==> src/core/upc_consts.svh <==
// Register offsets, field positions, reset values and limits of the endpoint packet configuration block
`ifndef UPC_CONSTS_SVH
`define UPC_CONSTS_SVH

`define UPC_OFS_INDEX 12'h000
`define UPC_OFS_CFG0 12'h004
`define UPC_OFS_RPC 12'h008
`define UPC_OFS_DBUF 12'h00C
`define UPC_OFS_MODE 12'h010
`define UPC_OFS_CTRL 12'h014
`define UPC_OFS_STAT 12'h018

`define UPC_PAYLOAD_MULTIPLIER_MSB 15
`define UPC_PAYLOAD_MULTIPLIER_LSB 11
`define UPC_MAX_PACKET_SIZE_MSB 10
`define UPC_MAX_PACKET_SIZE_LSB 0
`define UPC_RPC_MSB 15
`define UPC_DBUF_TX_MSB 23
`define UPC_DBUF_TX_LSB 17
`define UPC_DBUF_RX_MSB 7
`define UPC_DBUF_RX_LSB 1
`define UPC_MODE_TYPE_MSB 1
`define UPC_MODE_TYPE_LSB 0
`define UPC_MODE_AUTO 2
`define UPC_MODE_SPLIT 3
`define UPC_CTRL_HOST 0
`define UPC_CTRL_HS 1
`define UPC_STAT_RESTART 0
`define UPC_STAT_DONE 16
`define UPC_STAT_PAYLOAD_MULTIPLIER_BAD 17
`define UPC_STAT_ODD 18

`define UPC_RST_INDEX 3'h0
`define UPC_RST_CFG 16'h0000
`define UPC_RST_RPC 16'h0000
`define UPC_RST_DBUF 7'h00
`define UPC_RST_OUT16 16'h0000
`define UPC_RST_TRANS 6'h01

`define UPC_HS_PAYLOAD_MULTIPLIER_LO 5'h02
`define UPC_HS_PAYLOAD_MULTIPLIER_HI 5'h03

`endif

==> src/core/upc_pkg.sv <==
// Types shared by the endpoint packet configuration block
package upc_pkg;

    typedef enum logic [1:0] {
        UPC_XFER_CTRL = 2'h0,
        UPC_XFER_ISO = 2'h1,
        UPC_XFER_BULK = 2'h2,
        UPC_XFER_INT = 2'h3
    } upc_xfer_t;

    typedef enum logic [1:0] {
        UPC_ST_IDLE = 2'b01,
        UPC_ST_WAIT = 2'b10
    } upc_state_t;

endpackage

==> src/core/upc_cfg_mem.sv <==
// Per-endpoint payload configuration store with two registered read ports
`timescale 1ns/1ps
`include "upc_consts.svh"
module upc_cfg_mem (
    input wire logic clk,
    input wire logic rst_n,
    input wire logic we,
    input wire logic [2:0] waddr,
    input wire logic [15:0] wdata,
    input wire logic [2:0] raddr_a,
    output logic [15:0] rdata_a,
    input wire logic [2:0] raddr_b,
    output logic [15:0] rdata_b
);

    logic [15:0] mem [0:7];

    always_ff @(posedge clk or negedge rst_n) begin
        if (!rst_n) begin
            for (int i = 0; i < 8; i++) begin
                mem[i] <= `UPC_RST_CFG;
            end
        end else if (we) begin
            mem[waddr] <= wdata;
        end
    end

    always_ff @(posedge clk or negedge rst_n) begin
        if (!rst_n) begin
            rdata_a <= `UPC_RST_CFG;
            rdata_b <= `UPC_RST_CFG;
        end else begin
            rdata_a <= mem[raddr_a];
            rdata_b <= mem[raddr_b];
        end
    end

endmodule // upc_cfg_mem

==> src/core/upc_payload_calc.sv <==
// Payload size and transaction count derived from one endpoint's configuration word
`timescale 1ns/1ps
`include "upc_consts.svh"
module upc_payload_calc import upc_pkg::*; (
    input wire logic [15:0] cfg_word,
    input wire upc_xfer_t xfer,
    input wire logic split,
    input wire logic high_speed,
    output logic [15:0] payload,
    output logic [5:0] max_trans,
    output logic payload_multiplier_bad,
    output logic odd_max_packet_size
);

    wire [10:0] tx_max_payload = cfg_word[`UPC_MAX_PACKET_SIZE_MSB:`UPC_MAX_PACKET_SIZE_LSB];
    wire [4:0] payload_multiplier = cfg_word[`UPC_PAYLOAD_MULTIPLIER_MSB:`UPC_PAYLOAD_MULTIPLIER_LSB];
    wire [5:0] payload_multiplier_p1 = {1'b0, payload_multiplier} + 6'h01;
    wire periodic = (xfer == UPC_XFER_ISO) || (xfer == UPC_XFER_INT);
    wire bulk_split = (xfer == UPC_XFER_BULK) && split;
    wire scaled = periodic || bulk_split;
    wire hs_periodic = periodic && high_speed;
    wire [16:0] product = {6'h00, tx_max_payload} * {11'h000, payload_multiplier_p1};

    // Largest product is 2047 * 32, which still fits 16 bits
    assign payload = scaled ? product[15:0] : {5'h00, tx_max_payload};
    assign payload_multiplier_bad = hs_periodic && (payload_multiplier != `UPC_HS_PAYLOAD_MULTIPLIER_LO)
        && (payload_multiplier != `UPC_HS_PAYLOAD_MULTIPLIER_HI);
    assign odd_max_packet_size = tx_max_payload[0];

    // Illegal high-speed multipliers fall back to one transaction per microframe
    assign max_trans = hs_periodic ? (payload_multiplier_bad ? 6'h01 : {1'b0, payload_multiplier})
        : (bulk_split ? payload_multiplier_p1 : 6'h01);

endmodule // upc_payload_calc

==> src/core/upc_top.sv <==
// APB register block and link-side logic for endpoint packet sizing, request counting and double buffering
//
// Design decisions made here: the register addresses and the APB interface to the registers.
`timescale 1ns/1ps
`include "upc_consts.svh"

module upc_top import upc_pkg::*; (
    input wire logic CLOCK,
    input wire logic RESET_N,
    input wire logic PSEL,
    input wire logic PENABLE,
    input wire logic PWRITE,
    input wire logic [11:0] PADDR,
    input wire logic [31:0] PWDATA,
    input wire logic [3:0] PSTRB,
    output logic [31:0] PRDATA,
    output logic PREADY,
    output logic PSLVERR,
    input wire logic [2:0] LINK_EP,
    output logic [15:0] PAYLOAD_BYTES,
    output logic [5:0] MAX_TRANSACTIONS,
    output logic LINK_PAYLOAD_MULTIPLIER_BAD,
    output logic [6:0] TX_DBUF_OFF,
    output logic [6:0] RX_DBUF_OFF,
    output logic HOST_MODE,
    input wire logic IN_SENT,
    input wire logic [2:0] IN_EP,
    output logic [6:0] REQ_ALLOW
);

    function automatic logic [31:0] strb_merge(
        input logic [31:0] old_val,
        input logic [31:0] new_val,
        input logic [3:0] strb
    );
        logic [31:0] res;
        res = old_val;
        for (int b = 0; b < 4; b++) begin
            if (strb[b]) begin
                res[b*8 +: 8] = new_val[b*8 +: 8];
            end
        end
        return res;
    endfunction

    // Register state
    upc_state_t state;
    upc_state_t next_state;
    logic [2:0] ep_index;
    logic host_mode;
    logic high_speed;
    logic [6:0] tx_dbuf;
    logic [6:0] rx_dbuf;
    logic [15:0] rpc [0:7];
    logic [15:0] issued [0:7];
    logic [15:0] next_issued [0:7];
    upc_xfer_t xtype [0:7];
    logic [7:0] automatic_request_option;
    logic [7:0] split;
    logic [7:0] limit_on;
    logic [7:0] allow;
    logic [7:0] inc;
    logic [7:0] restart;
    logic [7:0] done;
    logic [2:0] link_ep_q;

    // Memory and calculator wires
    logic [15:0] cfg_rd_a;
    logic [15:0] cfg_rd_b;
    logic [15:0] idx_payload;
    logic [5:0] idx_trans;
    logic idx_payload_multiplier_bad;
    logic idx_odd;
    logic [15:0] link_payload;
    logic [5:0] link_trans;
    logic link_payload_multiplier_bad;

    // Bus decode
    wire access = PSEL && PENABLE;
    wire setup = PSEL && !PENABLE;
    wire sel_index = (PADDR == `UPC_OFS_INDEX);
    wire sel_cfg = (PADDR == `UPC_OFS_CFG0);
    wire sel_rpc = (PADDR == `UPC_OFS_RPC);
    wire sel_dbuf = (PADDR == `UPC_OFS_DBUF);
    wire sel_mode = (PADDR == `UPC_OFS_MODE);
    wire sel_ctrl = (PADDR == `UPC_OFS_CTRL);
    wire sel_stat = (PADDR == `UPC_OFS_STAT);
    wire mapped = sel_index || sel_cfg || sel_rpc || sel_dbuf || sel_mode || sel_ctrl || sel_stat;
    wire idx_ok = (ep_index != 3'h0);
    wire cfg_read = access && !PWRITE && sel_cfg;
    wire wr_ok = access && PWRITE && PREADY && mapped;

    // Configuration reads wait one cycle for the memory's registered port
    assign PREADY = !(cfg_read && (state == UPC_ST_IDLE));
    assign PSLVERR = access && !mapped;

    wire wr_index = wr_ok && sel_index;
    wire wr_cfg = wr_ok && sel_cfg && idx_ok;
    wire wr_rpc = wr_ok && sel_rpc && idx_ok;
    wire wr_dbuf = wr_ok && sel_dbuf;
    wire wr_mode = wr_ok && sel_mode && idx_ok;
    wire wr_ctrl = wr_ok && sel_ctrl;
    wire wr_stat = wr_ok && sel_stat && idx_ok;

    // Current values of the addressed register, used for byte-lane merging
    wire [31:0] cur_index = {29'h0, ep_index};
    wire [31:0] cur_cfg = idx_ok ? {16'h0000, cfg_rd_a} : 32'h0000_0000;
    wire [31:0] cur_rpc = {16'h0000, rpc[ep_index]};
    wire [31:0] cur_dbuf = {8'h00, tx_dbuf, 1'b0, 8'h00, rx_dbuf, 1'b0};
    wire [31:0] cur_mode = {28'h0, split[ep_index], automatic_request_option[ep_index], xtype[ep_index]};
    wire [31:0] cur_ctrl = {30'h0, high_speed, host_mode};
    wire [31:0] cur_stat = {13'h0, idx_odd, idx_payload_multiplier_bad, done[ep_index], issued[ep_index]};

    wire [31:0] m_index = strb_merge(cur_index, PWDATA, PSTRB);
    wire [31:0] m_cfg = strb_merge(cur_cfg, PWDATA, PSTRB);
    wire [31:0] m_rpc = strb_merge(cur_rpc, PWDATA, PSTRB);
    wire [31:0] m_dbuf = strb_merge(cur_dbuf, PWDATA, PSTRB);
    wire [31:0] m_mode = strb_merge(cur_mode, PWDATA, PSTRB);
    wire [31:0] m_ctrl = strb_merge(cur_ctrl, PWDATA, PSTRB);
    wire stat_restart = wr_stat && PSTRB[0] && PWDATA[`UPC_STAT_RESTART];

    wire [31:0] rd_sel =
        sel_index ? cur_index :
        sel_cfg ? cur_cfg :
        sel_rpc ? cur_rpc :
        sel_dbuf ? cur_dbuf :
        sel_mode ? cur_mode :
        sel_ctrl ? cur_ctrl :
        sel_stat ? cur_stat : 32'h0000_0000;

    always_comb begin
        next_state = state;
        unique case (state)
            UPC_ST_IDLE: begin
                if (cfg_read) begin
                    next_state = UPC_ST_WAIT;
                end
            end
            UPC_ST_WAIT: begin
                next_state = UPC_ST_IDLE;
            end
            default: begin
                next_state = UPC_ST_IDLE;
            end
        endcase
    end

    always_ff @(posedge CLOCK or negedge RESET_N) begin
        if (!RESET_N) begin
            state <= UPC_ST_IDLE;
        end else begin
            state <= next_state;
        end
    end

    // Read data is captured while the transfer is held, so it is stable when sampled
    always_ff @(posedge CLOCK or negedge RESET_N) begin
        if (!RESET_N) begin
            PRDATA <= 32'h0000_0000;
        end else if (setup || (access && !PREADY)) begin
            PRDATA <= PWRITE ? 32'h0000_0000 : rd_sel;
        end
    end

    // Global registers
    always_ff @(posedge CLOCK or negedge RESET_N) begin
        if (!RESET_N) begin
            ep_index <= `UPC_RST_INDEX;
            host_mode <= 1'b0;
            high_speed <= 1'b0;
        end else begin
            if (wr_index) begin
                ep_index <= m_index[2:0];
            end
            if (wr_ctrl) begin
                host_mode <= m_ctrl[`UPC_CTRL_HOST];
                high_speed <= m_ctrl[`UPC_CTRL_HS];
            end
        end
    end

    always_ff @(posedge CLOCK or negedge RESET_N) begin
        if (!RESET_N) begin
            tx_dbuf <= `UPC_RST_DBUF;
            rx_dbuf <= `UPC_RST_DBUF;
        end else if (wr_dbuf) begin
            tx_dbuf <= m_dbuf[`UPC_DBUF_TX_MSB:`UPC_DBUF_TX_LSB];
            rx_dbuf <= m_dbuf[`UPC_DBUF_RX_MSB:`UPC_DBUF_RX_LSB];
        end
    end

    assign TX_DBUF_OFF = tx_dbuf;
    assign RX_DBUF_OFF = rx_dbuf;
    assign HOST_MODE = host_mode;

    // Per-endpoint request counting; slot 0 is never written and stays at reset
    for (genvar g = 0; g < 8; g++) begin : g_ep
        wire hit = (ep_index == 3'(g));
        wire in_hit = IN_SENT && (IN_EP == 3'(g)) && (g != 0);

        assign limit_on[g] = host_mode && automatic_request_option[g];
        assign allow[g] = !limit_on[g] || (rpc[g] == 16'h0000) || (issued[g] < rpc[g]);
        assign done[g] = limit_on[g] && (rpc[g] != 16'h0000) && (issued[g] >= rpc[g]);
        assign inc[g] = in_hit && limit_on[g] && allow[g];
        assign restart[g] = (wr_rpc || stat_restart) && hit;

        // A request landing on the restart cycle is counted into the new block
        assign next_issued[g] = restart[g] ? {15'h0000, inc[g]} : issued[g] + {15'h0000, inc[g]};

        always_ff @(posedge CLOCK or negedge RESET_N) begin
            if (!RESET_N) begin
                rpc[g] <= `UPC_RST_RPC;
                issued[g] <= `UPC_RST_OUT16;
            end else begin
                issued[g] <= next_issued[g];
                if (wr_rpc && hit) begin
                    rpc[g] <= m_rpc[`UPC_RPC_MSB:0];
                end
            end
        end

        always_ff @(posedge CLOCK or negedge RESET_N) begin
            if (!RESET_N) begin
                xtype[g] <= UPC_XFER_CTRL;
                automatic_request_option[g] <= 1'b0;
                split[g] <= 1'b0;
            end else if (wr_mode && hit) begin
                xtype[g] <= upc_xfer_t'(m_mode[`UPC_MODE_TYPE_MSB:`UPC_MODE_TYPE_LSB]);
                automatic_request_option[g] <= m_mode[`UPC_MODE_AUTO];
                split[g] <= m_mode[`UPC_MODE_SPLIT];
            end
        end
    end

    assign REQ_ALLOW = allow[7:1];

    upc_cfg_mem u_mem (
        .clk(CLOCK),
        .rst_n(RESET_N),
        .we(wr_cfg),
        .waddr(ep_index),
        .wdata(m_cfg[15:0]),
        .raddr_a(ep_index),
        .rdata_a(cfg_rd_a),
        .raddr_b(LINK_EP),
        .rdata_b(cfg_rd_b)
    );

    upc_payload_calc u_calc_idx (
        .cfg_word(cfg_rd_a),
        .xfer(xtype[ep_index]),
        .split(split[ep_index]),
        .high_speed(high_speed),
        .payload(idx_payload),
        .max_trans(idx_trans),
        .payload_multiplier_bad(idx_payload_multiplier_bad),
        .odd_max_packet_size(idx_odd)
    );

    upc_payload_calc u_calc_link (
        .cfg_word(cfg_rd_b),
        .xfer(xtype[link_ep_q]),
        .split(split[link_ep_q]),
        .high_speed(high_speed),
        .payload(link_payload),
        .max_trans(link_trans),
        .payload_multiplier_bad(link_payload_multiplier_bad),
        .odd_max_packet_size()
    );

    // Link answers two cycles after the endpoint number is presented
    always_ff @(posedge CLOCK or negedge RESET_N) begin
        if (!RESET_N) begin
            link_ep_q <= 3'h0;
            PAYLOAD_BYTES <= `UPC_RST_OUT16;
            MAX_TRANSACTIONS <= `UPC_RST_TRANS;
            LINK_PAYLOAD_MULTIPLIER_BAD <= 1'b0;
        end else begin
            link_ep_q <= LINK_EP;
            PAYLOAD_BYTES <= link_payload;
            MAX_TRANSACTIONS <= link_trans;
            LINK_PAYLOAD_MULTIPLIER_BAD <= link_payload_multiplier_bad;
        end
    end

endmodule // upc_top

==> config.mk <==
export PLATFORM = sky130hd
export DESIGN_NAME = upc_top
export DESIGN_NICKNAME = d
export VERILOG_FILES = /design/src/core/upc_pkg.sv /design/src/core/upc_cfg_mem.sv /design/src/core/upc_payload_calc.sv /design/src/core/upc_top.sv
export VERILOG_INCLUDE_DIRS = /design/src /design/src/core
export SDC_FILE = /design/constraint.sdc
export NUM_CORES = 1
export LEC_CHECK = 0
export BUFFER_PORTS_ARGS = -buffer_cell sky130_fd_sc_hd__buf_2
export CAP_MARGIN = 15
export CORE_MARGIN = 8
export CORE_UTILIZATION = 55
export DETAILED_ROUTE_END_ITERATION = 6
export GPL_TIMING_DRIVEN = 1
export PLACE_DENSITY = 0.68
export SYNTH_ARGS = -nofsm -noshare
export SYNTH_HDL_FRONTEND = slang
export SYNTH_HIERARCHICAL = 1
export SYNTH_SLANG_ARGS = --single-unit
==> constraint.sdc <==
create_clock -name CLOCK -period 4.8 [get_ports CLOCK]
set_input_delay 0.48 -clock CLOCK [delete_from_list [all_inputs] [get_ports CLOCK]]
set_output_delay 0.48 -clock CLOCK [all_outputs]
set_load 0.01 [all_outputs]
==> impl_metrics.csv <==
group,metric,value,unit
run_status,status,"finished clean",
clocking,cts_num_sinks,503,
finish,areaGrowthSynthToFinish,10.17,%
sta,rsz0062_at_grt,"false",
sta,post-route-period-util,93.02,%
placed_design,dp_hpwl,66320,um
route,vias_per_cell,6.364,
finish,layout-drive-gt1-share,23.66,%
sta,slew_viol_final,0,
setup_path,start_kind,"register",
clocking,clk_latency,0.63,ns
sta,finalSetupTns,0,ns
hold_path,hold_class,"in2reg",
finish,nNetsFinal,3003,
placed_design,portBuffers,120,
clocking,postCtsHoldBufs,1,
pwr,finalPower,8.872,mW
die,die_y,250.4,um
setup_path,arrival,5.03,ns
pwr,pwr-share-seq,47.9,%
route,drt_first_pass_iters,6,
sta,worst_slew_pin_slew,1.166,ns
sta,fmax,224.0,MHz
die,coreArea,54660,um2
route,ant_nets,0,
sta,layout_setup_ws,0.3349,ns
job,max_cap_violations,0,
setup_path,crit_top_cell,"fa_1",
clocking,tritoncts,"yes",
global_routing,grt_pass1_vias,22449,
hold_path,min_to,"state[0]$_DFFE_PN1P_",
global_routing,track_usage,28.48,%
pwr,vdd_drop_max,0.2964,mV
setup_path,cp_num_buf_inv,2,
setup_path,crit_family,"adder cells",
die,die_w,250.4,um
yosys,syn_area_per_cell,11.28,um2
setup_path,worstRegToRegCells,14,
setup_path,crit_fanout,12,
placed_design,place_ws,0.3607,ns
sta,finalCriticalPeriod,4.465,ns
pwr,combPwrFrac,3.1,%
placed_design,gp_congestion,0.9930,
route,drc,0,
sta,relSlewSlack,22.27,%
setup_path,crit_chain,"ha_1, xor2_1, and2_1, fa_1, fa_1, inv_1, fa_1, inv_1, ha_1, nand2_1, o211ai_1, nand3_1, a31oi_1, a41o_1",
route,wire_per_inst,25.75,um
pwr,p_leak,16.32,nW
finish,multi_input_area,16210,um2
clocking,clk_pin_slew,0.07,ns
sta,finClkSkew,0.02010,ns
global_routing,grt_max_degree,125,
setup_path,r2r_slack,0.33,ns
clocking,cts_buffers,55,
pwr,power.switching,2.031,mW
die,pin_count,139,
clocking,cts_resized,0,
sta,worst_hold_slack,0.06511,ns
setup_path,crit_slowest_cell,"xor2_1",
global_routing,antenna_found_initial,4,
clocking,post_cts_buffers,0,
hold_path,hold-path-cell-count,2,
clocking,clock_path_buffers,3,
finish,final.fill_count,4426,
yosys,synth_area,30210,um2
pwr,pwr-share-clk,49.0,%
route,vias,22306,
hold_path,worstHoldStart,"PENABLE",
setup_path,rr_endpoint,"PAYLOAD_BYTES[15]$_DFF_PN0_",
setup_path,cp-end-kind,"register",
finish,final_common_cell,"dfrtp_1",
sta,hold_viol_final,0,
route,drt_iter0_markers,2292,
finish,final_cell_mix,"dfrtp_1, mux2_2, nand2_1",
pwr,p_int,6.841,mW
setup_path,crit_path_max_incr_delay,0.64,ns
finish,regArea,12600,um2
pwr,swShare,22.90,%
die,start_util,55.26,%
global_routing,grt_pass1_wl,137100,um
setup_path,r2r-start,"u_mem/rdata_b[12]$_DFF_PN0_",
global_routing,gr-total-overflow,0,
setup_path,cp_data_required_time,5.37,ns
die,dieArea,62680,um2
sta,setup_violations,0,
route,routed_wl,90240,um
setup_path,path_class,"reg2reg",
clocking,root_buffer,"clkbuf_16",
yosys,yosysWarnings,6,
yosys,synthesis.instances,2677,
pwr,powerDensity,266.6,nW/um2
clocking,htree_levels,2,
die,rows,86,
-- through the flow --
step,util [%],cell area (um2),instances
2_1_floorplan,-,30230,2684
3_3_place_gp,57.44,31400,3398
3_5_place_dp,57.44,31400,3398
4_1_cts,60.85,33260,3501
5_1_grt,60.87,33270,3502
6_report,60.88,33280,3505
-- power groups by stage --
| stage | Clock (mW) | Sequential, mW | Combinational, mW |
|---|---|---|---|
| 2_1_floorplan | 0 | 4.32 | 0.0999 |
| 3_3_place_gp | 0 | 4.32 | 0.268 |
| 3_5_place_dp | 0 | 4.32 | 0.274 |
| 4_1_cts | 4.42 | 4.25 | 0.275 |
| 5_1_grt | 4.59 | 4.24 | 0.300 |
| 6_report | 4.35 | 4.25 | 0.276 |
-- area by class of cell --
class                      instances  area share (%)
antenna                            3         0.02256
clock buffer                      77           4.809
clock inverter                    25          0.7745
inverter                         181           2.042
multi-input combinational       1846           48.70
sequential                       503           37.86
tap                              704           2.647
timing repair buffer             166           3.143
-- sequential cells by signal, summed over array words and instances, names as in the netlist, 8 cells and up --
name / count
xtype: 16
u_mem/mem: 128
PRDATA: 24
automatic_request_option: 8
split: 8
u_mem/rdata_b: 16
issued: 112
PAYLOAD_BYTES: 16
u_mem/rdata_a: 16
rpc: 128
-- routing by layer --
layer / track usage, % / wire length, um / up-vias
met5: 0 / 13 / -
met4: 12.37 / 4261 / 2
met3: 6.872 / 8338 / 228
met2: 42.26 / 39580 / 1049
met1: 39.72 / 38050 / 11296
li1: - / - / 9731
-- how the worst max path moves through the flow --
stage / depth (start not counted) / slack [ns] / to / from
6_report: 14 / 0.33 / PAYLOAD_BYTES[15]$_DFF_PN0_ / u_mem/rdata_b[12]$_DFF_PN0_
5_1_grt: 14 / 0.12 / PAYLOAD_BYTES[10]$_DFF_PN0_ / u_mem/rdata_b[12]$_DFF_PN0_
4_1_cts: 14 / 0.36 / PAYLOAD_BYTES[10]$_DFF_PN0_ / u_mem/rdata_b[12]$_DFF_PN0_
3_5_place_dp: 14 / 0.36 / PAYLOAD_BYTES[15]$_DFF_PN0_ / u_mem/rdata_b[12]$_DFF_PN0_
3_3_place_gp: 14 / 0.41 / PAYLOAD_BYTES[15]$_DFF_PN0_ / u_mem/rdata_b[12]$_DFF_PN0_
2_1_floorplan: 16 / 0.66 / PAYLOAD_BYTES[10]$_DFF_PN0_ / u_mem/rdata_b[11]$_DFF_PN0_
Power figures use the tool's default switching activity.
